<file path="src/hw/cap_sense_pkg.sv">
// Shared constants and types of the capacitive sensing measurement block
package cap_sense_pkg;
   localparam int CLK_MHZ       = 50;
   localparam int TICK_DIV      = 4;
   localparam int WDT_PERIOD_US = 1000;
   localparam int WDT_CYCLES    = WDT_PERIOD_US * CLK_MHZ;

   localparam logic [7:0] OFS_SENSE0 = 8'h00;
   localparam logic [7:0] OFS_SENSE1 = 8'h04;
   localparam logic [7:0] OFS_OPTION = 8'h08;
   localparam logic [7:0] OFS_CNTA   = 8'h0c;
   localparam logic [7:0] OFS_GCTRL  = 8'h10;
   localparam logic [7:0] OFS_GATE   = 8'h14;
   localparam logic [7:0] OFS_GCNT   = 8'h18;
   localparam logic [7:0] OFS_PERIOD = 8'h1c;

   localparam int EN_BIT     = 7;
   localparam int RNG_LSB    = 2;
   localparam int OUT_BIT    = 1;
   localparam int XCS_BIT    = 0;
   localparam int SRCSEL_BIT = 0;
   localparam int GCS_LSB    = 6;
   localparam int RUN_BIT    = 0;
   localparam int GE_BIT     = 7;
   localparam int GTM_BIT    = 6;
   localparam int GVAL_BIT   = 2;
   localparam int GSS_LSB    = 0;
   localparam int PRUN_BIT   = 8;
   localparam int PCNT_LSB   = 16;

   localparam logic       OPTION_RST = 1'b1;
   localparam logic [7:0] PERIOD_RST = 8'hff;

   localparam logic [1:0] GCLK_TICK = 2'h0;
   localparam logic [1:0] GCLK_SYS  = 2'h1;
   localparam logic [1:0] GCLK_OSC  = 2'h3;
   localparam logic [1:0] GSRC_CNTA = 2'h0;
   localparam logic [1:0] GSRC_PER  = 2'h1;
   localparam logic [1:0] GSRC_PIN  = 2'h2;
   localparam logic [1:0] GSRC_WDT  = 2'h3;

   localparam logic [1:0] RESP_OKAY   = 2'h0;
   localparam logic [1:0] RESP_SLVERR = 2'h2;

   typedef enum logic [1:0] {W_IDLE = 2'b01, W_RESP = 2'b10} wr_state_t;
   typedef enum logic [1:0] {R_IDLE = 2'b01, R_DATA = 2'b10} rd_state_t;
endpackage : cap_sense_pkg

</file>
<file path="src/hw/cap_sense_freq_measure.sv">
// Capacitive sensing oscillator routing, counters, gate and register slave
`timescale 1ns/100ps
module cap_sense_freq_measure #(
   parameter int NUM_INPUTS = 16,
   parameter int WDT_CYCLES = cap_sense_pkg::WDT_CYCLES
) (
   input  wire logic                  clk,
   input  wire logic                  nrst,
   input  wire logic [NUM_INPUTS-1:0] senseInputPin,
   input  wire logic                  counterAPin,
   input  wire logic                  gatePin,
   input  wire logic                  sleepMode,
   input  wire logic                  wakeEvent,
   output logic                       senseOscEnable,
   output logic [1:0]                 senseRange,
   output logic [3:0]                 senseChannel,
   input  wire logic [31:0]           awaddr,
   input  wire logic                  awvalid,
   output logic                       awready,
   input  wire logic [31:0]           wdata,
   input  wire logic [3:0]            wstrb,
   input  wire logic                  wvalid,
   output logic                       wready,
   output logic [1:0]                 bresp,
   output logic                       bvalid,
   input  wire logic                  bready,
   input  wire logic [31:0]           araddr,
   input  wire logic                  arvalid,
   output logic                       arready,
   output logic [31:0]                rdata,
   output logic [1:0]                 rresp,
   output logic                       rvalid,
   input  wire logic                  rready
);
   import cap_sense_pkg::*;

   typedef struct packed {
      wr_state_t   wst;
      rd_state_t   rst;
      logic        awHeld;
      logic        wHeld;
      logic [7:0]  awAddr;
      logic [31:0] wData;
      logic [3:0]  wStrb;
      logic        awready;
      logic        wready;
      logic [1:0]  bresp;
      logic        arready;
      logic [31:0] rdata;
      logic [1:0]  rresp;
      logic        senseEnable;
      logic [1:0]  senseRange;
      logic        oscSelA;
      logic [3:0]  channel;
      logic        srcSelA;
      logic [1:0]  gClkSel;
      logic        gRun;
      logic        gateEnable;
      logic        toggleMode;
      logic [1:0]  gateSrc;
      logic [7:0]  period;
      logic        periodRun;
      logic [7:0]  countA;
      logic [15:0] gCount;
      logic [7:0]  pCount;
      logic        prevOsc;
      logic        prevExtA;
      logic        gateFlop;
      logic        ovfA;
      logic        ovfP;
   } state_t;

   state_t      st;
   state_t      next_st;
   logic        tick;
   logic        wdtOvf;
   logic        oscRise;
   logic        incA;
   logic        incG;
   logic        gateEvt;
   logic        gateOpen;
   logic        gSrc;
   logic        awTake;
   logic        wTake;
   logic        wrDo;
   logic        wrA;
   logic        wrG;
   logic [7:0]  wrAddr;
   logic [31:0] wrData;
   logic [3:0]  wrStrb;
   logic [31:0] rdMux;
   logic [8:0]  sumA;

   tick_divider #(.DIV(TICK_DIV)) u_tick (
      .clk  (clk),
      .nrst (nrst),
      .tick (tick)
   );

   watchdog_timer #(.CYCLES(WDT_CYCLES)) u_wdt (
      .clk       (clk),
      .nrst      (nrst),
      .wakeEvent (wakeEvent),
      .overflow  (wdtOvf)
   );

   always_comb
   begin
      next_st = st;
      // Oscillator runs off the selected pad whenever enabled, sleep or not
      oscRise = st.senseEnable & senseInputPin[st.channel] & ~st.prevOsc;
      next_st.prevOsc = st.senseEnable & senseInputPin[st.channel];
      next_st.prevExtA = counterAPin;

      if (st.srcSelA)
         incA = counterAPin & ~st.prevExtA;
      else if (st.oscSelA)
         incA = oscRise;
      else
         incA = tick;
      incA = incA & ~sleepMode;
      sumA = {1'b0, st.countA} + {8'h00, incA};
      next_st.countA = sumA[7:0];
      next_st.ovfA = sumA[8];

      next_st.ovfP = 1'b0;
      if (tick & st.periodRun & ~sleepMode)
      begin
         next_st.ovfP = (st.pCount == st.period);
         next_st.pCount = (st.pCount == st.period) ? 8'h00 : st.pCount + 8'h01;
      end

      case (st.gateSrc)
         GSRC_CNTA: gateEvt = st.ovfA;
         GSRC_PER:  gateEvt = st.ovfP;
         GSRC_PIN:  gateEvt = gatePin;
         default:   gateEvt = wdtOvf;
      endcase
      if (!st.toggleMode)
         next_st.gateFlop = 1'b0;
      else if (gateEvt)
         next_st.gateFlop = ~st.gateFlop;
      gateOpen = st.toggleMode ? st.gateFlop : gateEvt;

      case (st.gClkSel)
         GCLK_OSC: gSrc = oscRise;
         GCLK_SYS: gSrc = ~sleepMode;
         default:  gSrc = tick & ~sleepMode;
      endcase
      incG = st.gRun & (~st.gateEnable | gateOpen) & gSrc;
      next_st.gCount = st.gCount + {15'h0000, incG};

      awTake = awvalid & st.awready;
      wTake = wvalid & st.wready;
      if (awTake)
      begin
         next_st.awHeld = 1'b1;
         next_st.awAddr = awaddr[7:0];
      end
      if (wTake)
      begin
         next_st.wHeld = 1'b1;
         next_st.wData = wdata;
         next_st.wStrb = wstrb;
      end
      wrDo = (st.awHeld | awTake) & (st.wHeld | wTake);
      wrAddr = st.awHeld ? st.awAddr : awaddr[7:0];
      wrData = st.wHeld ? st.wData : wdata;
      wrStrb = st.wHeld ? st.wStrb : wstrb;
      wrA = wrDo & (wrAddr == OFS_CNTA);
      wrG = wrDo & (wrAddr == OFS_GCNT);

      if (st.wst == W_RESP && bready)
         next_st.wst = W_IDLE;
      if (wrDo)
      begin
         next_st.awHeld = 1'b0;
         next_st.wHeld = 1'b0;
         next_st.wst = W_RESP;
         next_st.bresp = RESP_OKAY;
         // Software writes beat a same-cycle increment so a clear is exact
         case (wrAddr)
            OFS_SENSE0:
               if (wrStrb[0])
               begin
                  next_st.senseEnable = wrData[EN_BIT];
                  next_st.senseRange = wrData[RNG_LSB +: 2];
                  next_st.oscSelA = wrData[XCS_BIT];
               end
            OFS_SENSE1:
               if (wrStrb[0])
                  next_st.channel = wrData[3:0];
            OFS_OPTION:
               if (wrStrb[0])
                  next_st.srcSelA = wrData[SRCSEL_BIT];
            OFS_CNTA:
               if (wrStrb[0])
                  next_st.countA = wrData[7:0];
            OFS_GCTRL:
               if (wrStrb[0])
               begin
                  next_st.gClkSel = wrData[GCS_LSB +: 2];
                  next_st.gRun = wrData[RUN_BIT];
               end
            OFS_GATE:
               if (wrStrb[0])
               begin
                  next_st.gateEnable = wrData[GE_BIT];
                  next_st.toggleMode = wrData[GTM_BIT];
                  next_st.gateSrc = wrData[GSS_LSB +: 2];
               end
            OFS_GCNT:
            begin
               if (wrStrb[0])
                  next_st.gCount[7:0] = wrData[7:0];
               if (wrStrb[1])
                  next_st.gCount[15:8] = wrData[15:8];
            end
            OFS_PERIOD:
            begin
               if (wrStrb[0])
                  next_st.period = wrData[7:0];
               if (wrStrb[1])
                  next_st.periodRun = wrData[PRUN_BIT];
            end
            default:
               next_st.bresp = RESP_SLVERR;
         endcase
      end
      next_st.awready = (next_st.wst == W_IDLE) & ~next_st.awHeld;
      next_st.wready = (next_st.wst == W_IDLE) & ~next_st.wHeld;

      rdMux = 32'h00000000;
      case (araddr[7:0])
         OFS_SENSE0:
         begin
            rdMux[EN_BIT] = st.senseEnable;
            rdMux[RNG_LSB +: 2] = st.senseRange;
            rdMux[OUT_BIT] = st.prevOsc;
            rdMux[XCS_BIT] = st.oscSelA;
         end
         OFS_SENSE1: rdMux[3:0] = st.channel;
         OFS_OPTION: rdMux[SRCSEL_BIT] = st.srcSelA;
         OFS_CNTA:   rdMux[7:0] = st.countA;
         OFS_GCTRL:
         begin
            rdMux[GCS_LSB +: 2] = st.gClkSel;
            rdMux[RUN_BIT] = st.gRun;
         end
         OFS_GATE:
         begin
            rdMux[GE_BIT] = st.gateEnable;
            rdMux[GTM_BIT] = st.toggleMode;
            rdMux[GVAL_BIT] = gateOpen;
            rdMux[GSS_LSB +: 2] = st.gateSrc;
         end
         OFS_GCNT:   rdMux[15:0] = st.gCount;
         OFS_PERIOD:
         begin
            rdMux[7:0] = st.period;
            rdMux[PRUN_BIT] = st.periodRun;
            rdMux[PCNT_LSB +: 8] = st.pCount;
         end
         default:    rdMux = 32'h00000000;
      endcase
      case (st.rst)
         R_IDLE:
            if (arvalid)
            begin
               next_st.rst = R_DATA;
               next_st.arready = 1'b0;
               next_st.rdata = rdMux;
               next_st.rresp = (araddr[7:0] > OFS_PERIOD || araddr[1:0] != 2'h0) ? RESP_SLVERR : RESP_OKAY;
            end
         R_DATA:
            if (rready)
            begin
               next_st.rst = R_IDLE;
               next_st.arready = 1'b1;
            end
         default:
         begin
            next_st.rst = R_IDLE;
            next_st.arready = 1'b1;
         end
      endcase
   end

   always_ff @(posedge clk or negedge nrst)
   begin
      if (!nrst)
      begin
         st <= '0;
         st.wst <= W_IDLE;
         st.rst <= R_IDLE;
         st.awready <= 1'b1;
         st.wready <= 1'b1;
         st.arready <= 1'b1;
         st.srcSelA <= OPTION_RST;
         st.period <= PERIOD_RST;
      end
      else
         st <= next_st;
   end

   assign awready = st.awready;
   assign wready = st.wready;
   // One-hot codes: the response and data states are single flops
   assign bvalid = st.wst[1];
   assign bresp = st.bresp;
   assign arready = st.arready;
   assign rvalid = st.rst[1];
   assign rdata = st.rdata;
   assign rresp = st.rresp;
   assign senseOscEnable = st.senseEnable;
   assign senseRange = st.senseRange;
   assign senseChannel = st.channel;
endmodule : cap_sense_freq_measure

</file>
<file path="src/hw/tick_divider.sv">
// Divider giving a one-cycle enable pulse every DIV clocks
`timescale 1ns/100ps
module tick_divider #(
   parameter int DIV = cap_sense_pkg::TICK_DIV
) (
   input  wire logic clk,
   input  wire logic nrst,
   output logic      tick
);
   import cap_sense_pkg::*;
   localparam int W = (DIV > 2) ? $clog2(DIV) : 1;
   localparam logic [W-1:0] LAST = W'(DIV - 1);

   typedef struct packed {
      logic [W-1:0] cnt;
      logic         tick;
   } div_state_t;

   div_state_t st;
   div_state_t next_st;

   always_comb
   begin
      next_st = st;
      next_st.tick = (st.cnt == LAST);
      next_st.cnt = (st.cnt == LAST) ? '0 : st.cnt + W'(1);
   end

   always_ff @(posedge clk or negedge nrst)
   begin
      if (!nrst)
         st <= '0;
      else
         st <= next_st;
   end

   assign tick = st.tick;
endmodule : tick_divider

</file>
<file path="src/hw/watchdog_timer.sv">
// Free-running watchdog period timer; an early wake restarts its period
`timescale 1ns/100ps
module watchdog_timer #(
   parameter int CYCLES = cap_sense_pkg::WDT_CYCLES
) (
   input  wire logic clk,
   input  wire logic nrst,
   input  wire logic wakeEvent,
   output logic      overflow
);
   import cap_sense_pkg::*;
   localparam int W = $clog2(CYCLES + 1);
   localparam logic [W-1:0] LAST = W'(CYCLES - 1);

   typedef struct packed {
      logic [W-1:0] cnt;
      logic         ovf;
   } wdt_state_t;

   wdt_state_t st;
   wdt_state_t next_st;

   always_comb
   begin
      next_st = st;
      next_st.ovf = 1'b0;
      if (wakeEvent)
         next_st.cnt = '0;
      else if (st.cnt == LAST)
      begin
         next_st.cnt = '0;
         next_st.ovf = 1'b1;
      end
      else
         next_st.cnt = st.cnt + W'(1);
   end

   always_ff @(posedge clk or negedge nrst)
   begin
      if (!nrst)
         st <= '0;
      else
         st <= next_st;
   end

   assign overflow = st.ovf;
endmodule : watchdog_timer

</file>
<file path="config.mk">
export PLATFORM = sky130hd
export DESIGN_NAME = cap_sense_freq_measure
export DESIGN_NICKNAME = d
export VERILOG_FILES = /design/src/hw/cap_sense_pkg.sv /design/src/hw/cap_sense_freq_measure.sv /design/src/hw/tick_divider.sv /design/src/hw/watchdog_timer.sv
export SDC_FILE = /design/constraint.sdc
export NUM_CORES = 1
export LEC_CHECK = 0
export BUFFER_PORTS_ARGS = -buffer_cell sky130_fd_sc_hd__buf_2
export CELL_PAD_IN_SITES_DETAIL_PLACEMENT = 0
export CELL_PAD_IN_SITES_GLOBAL_PLACEMENT = 1
export CORE_ASPECT_RATIO = 0.7
export CORE_MARGIN = 2
export CORE_UTILIZATION = 38
export DETAILED_ROUTE_END_ITERATION = 12
export PLACE_DENSITY_LB_ADDON = 0.15
export SLEW_MARGIN = 30
export SYNTH_ARGS = -nofsm -noshare
export SYNTH_HDL_FRONTEND = slang
export SYNTH_SLANG_ARGS = --single-unit
</file>
<file path="constraint.sdc">
create_clock -name clk -period 2.8 [get_ports clk]
set_clock_uncertainty 0.1 [all_clocks]
set_input_delay 0.14 -clock clk [delete_from_list [all_inputs] [get_ports clk]]
set_output_delay 0.14 -clock clk [all_outputs]
set_load 0.01 [all_outputs]
</file>
* Word level (Yosys, flattened, before mapping) *
Index checks and enable logic that the tools add are counted.
W data, S select, Z words.

word-level totals
  register bits = 145
  input port bits = 127
  output and inout port bits = 48
  logic and storage cells = 159

operators by class
  add/sub/neg operators = 5
  magnitude comparators = 2
  eq/ne operators = 28
  multiplexer cells = 47
  bitwise gates (word level) = 24
  reduce and logical (&&, ||, !) cells = 16

operators by type and width
  operator                 number
  $eq A8 B5 Y1 const B     8
  $mux W16                 4
  $mux W8                  7
  $mux W35                 1
  $eq A8 B4 Y1 const B     4
  $mux W24                 1
  $reduce_and A3 Y1        7
  $mux W2                  9
  $add A16 B1 Y16          1
  $add A16 B1 Y16 const B  1
  $eq A16 B16 Y1 const B   1
  $eq A8 B3 Y1 const B     2
  $logic_not A8 Y1         2
  $and A1 B1 Y1            14
  $mux W1                  12
  $pmux W2 S6              1
  $eq A2 B2 Y1 const B     5
  $pmux W1 S5              2
  $add A8 B1 Y9            1
  $add A8 B1 Y8 const B    1
  $eq A2 B1 Y1 const B     4
  $eq A8 B8 Y1             1
  $gt A8 B5 Y1 const B     1
  $pmux W1 S8              1
  19 further kinds         31

* Depth between registers and ports, before layout *
  depth after elaboration = 11
  depth in mapped cells = 13
  depth with buffers taken out = 12

* By module *
From an unflattened synthesis, not the netlist that was laid out.

second synthesis, totals
  cell total of the unflattened synthesis = 652
  area, all modules = 7,402.1 sq um

by module, submodules not included
  module                  instances  cells an instance  area an instance (sq um)  sequential area each (sq um)
  cap_sense_freq_measure  1          563                6,458.7                   3,069.2
  watchdog_timer          1          84                 852.1                     425.4
  tick_divider            1          5                  91.3                      75.1

* Worst setup path after synthesis *
Ideal clock, no wire load.

  path kind = register -> register
  start point = reg st (netlist bit senseChannel[2])
  end point = reg st[28] (netlist bit)
  library setup time = 0.136 ns
  arrival = 2.454 ns
  data required time = 2.564 ns
  slack = 0.110 ns
  stages on the path, launching flop included = 14
  path buffers = 2
  period minus slack after synthesis = 2.690 ns
  cells stage by stage = dfrtp_1 > clkbuf_1 > mux2i_1 > a22oi_1 > nand3_1 > nand2_1 > o2111a_1 > ha_1 > nand3_1 > or2_2 > clkbuf_1 > nor4_1 > xnor2_1 > mux2i_1

RTL lines
  item                    line                           source
  start, declared         cap_sense_freq_measure.sv:73   state_t st;
  start signal, assigned  cap_sense_freq_measure.sv:303  st <= next_st;

==> summary.md <==
At the worst endpoint, the arrival time is 2820 ps. The height of the chip is 121 um, and the core footprint is 19000 um2. CTS saw 142 sinks. The logs give 5191 for the via count of the first global-routing pass and 0 for the antenna diode count. Maximum fanout encountered on the critical timing path: 7. STA classifies the critical path startpoint as a flip-flop. Width of the die: 170 um. The first global-routing pass estimated 28100 um of wire. In the routed layout, each cell is associated on average with a via count of 4.94.

The number of nets in the finished design is 900, and the share of the synthesized area in the top cell type is 43.8%. The CTS clock-pin slew for the worst setup and hold paths works out to 60 ps. Among the stages of the critical path, the cell type that occurs most often is sky130_fd_sc_hd__nand3_1.

The first detailed-routing pass took 4 iterations. Counting I/O delays and the setup requirement, the final critical path takes 2610 ps. For the number of max-cap violations, the log shows 0. The analysis attributes to cell leakage a power of 0.00421 uW. At the end of routability-driven placement, the weighted congestion stood at 0.825.

Grouping stages by cell kind, the critical path spends the most delay in simple AND/OR/NAND/NOR gates. After synthesis the netlist holds a flip-flop and latch count of 142. The logs give 0 for the total grt overflow and 8910 um2 for the cell area after layout. At the pin with the least slew margin, the transition time is 727 ps. Ranked by total cell area, the synthesized netlist is headed by sky130_fd_sc_hd__dfrtp_1, sky130_fd_sc_hd__mux2_2, sky130_fd_sc_hd__mux2i_1, sky130_fd_sc_hd__dfstp_2, sky130_fd_sc_hd__buf_4. The synthesized netlist contains 62 unique library cells. The tools report the detailed placement HPWL as 12600 um. In this run the power density over the cells is 562 nW/um2.

Among all flip-flop cells after synthesis, the most frequent one is sky130_fd_sc_hd__dfrtp_1. The tree is rooted in a sky130_fd_sc_hd__clkbuf_16. After synthesis, the share of flip-flops with an asynchronous set or reset is 100%.

The flow ran to the end, and the final reports show no timing, DRC or antenna violations. The number of flops mapped to enable cells by yosys was 0. For the share of the core filled with cells in the final layout, the log shows 47.0%. In this run the tightest slew margin relative to its limit is 51.4%. The worst path buffer plus inverter count works out to 1.

After the first detailed-routing iteration, the DRC count stood at 259. Setup violations remaining at the end of the flow were counted as 0. The post-route clock period utilization works out to 93.3%. After detailed placement, the total cell area comes to 7920 um2.

The run gives 175 as the I/O pin count. The biggest area contributor in the post-synthesis netlist is sky130_fd_sc_hd__dfrtp_1. The number of antenna violations at the first check in global routing came out at 0. The tools report the via count as 5150. The total count of max-transition violations in the final report was 0. The global-route usage over all layers came out at 18.0%. TritonCTS built the clock tree. The effective utilization at floorplan was 38.8%. For this design, the slowest cell found on the critical path is sky130_fd_sc_hd__dfrtp_2. In this run the tool buffered the top-level ports with 98 buffer cells. After filler insertion, the fill cell instance count of the layout stands at 1781. IR analysis of the VDD net gives a maximum drop of 0.402 mV. The synthesis-to-finish area growth was 20.9%; the pin count of the biggest net entering global routing was 66. In the final routed layout, each cell accounts on average for 16.6 um. The kind of critical path is reg -> reg.

The maximum count of clock buffers along a single path is 2. The worst setup path is captured at a flip-flop. The maximum cell stage delay along the critical path is 450 ps. Setup repair after global routing left no endpoint under its margin. The run gives 0 ps as the aggregate negative setup slack.

At the later pin of the worst-skew pair, clock insertion delay measures 420 ps. The worst hold path belongs to the class in -> reg. The logs give 0 for the hold violation count in the final report and 3010 ps for the required time of the critical path.

For this run, design rule violations remaining after detail routing come to 0. The sequential cell area fraction in the yosys report came out at 48.4%. The tools report the cell row count as 42. The tools report the clock buffer count from CTS as 17. The layout cell share with drive strength beyond 1 came out at 31.5%.

In this run the cell area of the synthesized design comes to 7370 um2. The floorplan step defined a die boundary enclosing 20500 um2. The mean area per synthesized cell was 11.2 um2; the number of nets with antenna violations after routing was 0.

The run gives 4 as the H-tree depth reported by CTS. For the gate count after technology mapping, the log shows 657. Derived from the worst setup path, the maximum achievable clock frequency is 383 MHz.

During synthesis, Yosys emitted a total of 0 warnings. Traced cell by cell, the critical path runs through mux2i_1 -> a22oi_1 -> nand3_1 -> nand2_1 -> o2111a_1 -> ha_1 -> nand3_1 -> or2_4 -> buf_4 -> xnor2_1 -> mux2_2. The run gives 17300 um as the total wirelength of the detailed-routed design.
-- metrics by stage --
stage / cells / total power, uW / hold WS [ps] / setup slack [ps]
floorplan: 666 / 2480 / -256 / 110
global placement: 976 / 2660 / 29.6 / 35.1
detailed placement: 976 / 2670 / 34.7 / 11.0
CTS: 1042 / 5070 / 45.8 / 48.0
global route: 1043 / 5250 / 71.5 / 3.26
finish: 1043 / 5010 / 56.4 / 188
-- state kept, by name (all words and copies together), names as in the netlist, 2 cells and up --
signal	flops
rdata	24
senseChannel	4
senseRange	2
st	84
u_tick.st	2
u_wdt.st	16
-- synth_stat cells (2+ instances only) --
master,number
sky130_fd_sc_hd__and2_1,6
sky130_fd_sc_hd__a21o_1,3
sky130_fd_sc_hd__o31ai_1,2
sky130_fd_sc_hd__mux2i_1,42
sky130_fd_sc_hd__xnor2_1,30
sky130_fd_sc_hd__nor2_1,53
sky130_fd_sc_hd__buf_2,5
sky130_fd_sc_hd__ha_1,7
sky130_fd_sc_hd__o2bb2ai_1,2
sky130_fd_sc_hd__mux4_2,3
sky130_fd_sc_hd__nor4_1,5
sky130_fd_sc_hd__dfstp_2,13
sky130_fd_sc_hd__and4_1,5
sky130_fd_sc_hd__mux2_2,62
sky130_fd_sc_hd__o21ai_0,16
sky130_fd_sc_hd__nand3b_1,2
sky130_fd_sc_hd__nand2_1,48
sky130_fd_sc_hd__xor2_1,18
sky130_fd_sc_hd__and3_1,6
sky130_fd_sc_hd__nand2b_1,8
sky130_fd_sc_hd__o22ai_1,2
sky130_fd_sc_hd__buf_4,44
sky130_fd_sc_hd__nor2b_1,7
sky130_fd_sc_hd__clkbuf_1,14
sky130_fd_sc_hd__a22oi_1,7
sky130_fd_sc_hd__dfrtp_1,129
sky130_fd_sc_hd__nand4_1,8
sky130_fd_sc_hd__a22o_1,17
sky130_fd_sc_hd__nand3_1,21
sky130_fd_sc_hd__o31a_1,2
sky130_fd_sc_hd__nor4b_1,2
sky130_fd_sc_hd__o21a_1,2
sky130_fd_sc_hd__o21ai_2,5
sky130_fd_sc_hd__inv_1,8
sky130_fd_sc_hd__and3b_1,2
sky130_fd_sc_hd__nor3_1,7
sky130_fd_sc_hd__mux2_4,4
sky130_fd_sc_hd__a21oi_1,16
-- cell usage in the layout (no fill, tap or decap), types with 17 or more instances in the layout --
master                          synthesis  routed
sky130_fd_sc_hd__nand2_1               48      48
sky130_fd_sc_hd__clkbuf_16              0      17
sky130_fd_sc_hd__dfrtp_1              129     127
sky130_fd_sc_hd__mux2_2                62      62
sky130_fd_sc_hd__buf_2                  5      97
sky130_fd_sc_hd__mux2i_1               42      42
sky130_fd_sc_hd__dlygate4sd3_1          0      34
sky130_fd_sc_hd__xor2_1                18      18
sky130_fd_sc_hd__a22o_1                17      17
sky130_fd_sc_hd__xnor2_1               30      30
sky130_fd_sc_hd__nor2_1                53      52
sky130_fd_sc_hd__nand3_1               21      21
-- cells by family (layout without fill, tap and decap cells) --
kind of cell	count (synthesis)	count (layout)	share of synthesized area, %
muxes	111	111	16.9
and+or+nand+nor	191	191	13.4
other	1	10	0.0509
adders and majority gates	7	7	1.19
xor gates and xnor gates	48	48	5.71
DFF	142	142	48.4
buffers and inverters	73	186	6.15
AOI/OAI and AO/OA	84	84	8.12
-- layout make-up --
class	count	area, um2	share of cell area [%]
Clock inverter	10	136	1.53
Sequential cell	142	3570	40.1
Timing Repair Buffer	146	955	10.7
Multi-Input combinational cell	451	3410	38.3
Inverter	8	30.0	0.337
Clock buffer	22	474	5.32
Tap cell	264	330	3.71
-- metal layers --
metal | share of wire, % | vias to the layer above | track usage (%)
li1 | - | 2499 | -
met1 | 54 | 2539 | 27.6
met2 | 41 | 99 | 25.5
met3 | 3.7 | 13 | 3.90
met4 | 0.94 | 0 | 4.97
met5 | 0 | - | 0
-- worst paths after layout --
check                                             from                      to  slack, ps  cells past startpoint
setup / recovery           senseChannel[2]$_DFFE_PN0P_        st[20]$_DFF_PN0_        190                     11
hold / removal                        senseInputPin[3]         st[4]$_DFF_PN0_         60                      5
setup reg to reg           senseChannel[2]$_DFFE_PN0P_        st[20]$_DFF_PN0_        190                     11
hold reg to reg                 u_tick.st[1]$_DFF_PN0_  u_tick.st[1]$_DFF_PN0_        330                      1
max in group asynchronous                         nrst      st[45]$_DFFE_PN1P_       1680                      3
min in group asynchronous                         nrst     st[142]$_DFFE_PN0P_        130                      2
-- where the power goes --
part           total, uW  internal [uW]  switching, uW
clock network       2340           1470            869
registers           2220           2130           87.3
logic                455            206            249
-- what timing repair did --
action,in CTS,in global routing
setup endpoints to repair,1,10
endpoints found under the hold margin,100,0
gates resized for setup,1,8
hold buffers,34,0
pin swaps,0,0
buffers inserted,0,1
cloned,0,0
-- worst reg2reg max path, delay by kind of cell, from the launching register on --
family                   cells  cell delay, ps
AND/OR/NAND/NOR              4             680
flip-flops                   1             450
multiplexers                 2             400
AO/OA/AOI/OAI                2             400
adder cells (fa/ha/maj)      1             200
buffers and inverters        1             150
XOR/XNOR                     1             110
No activity file was read; power rests on OpenSTA's default activity.
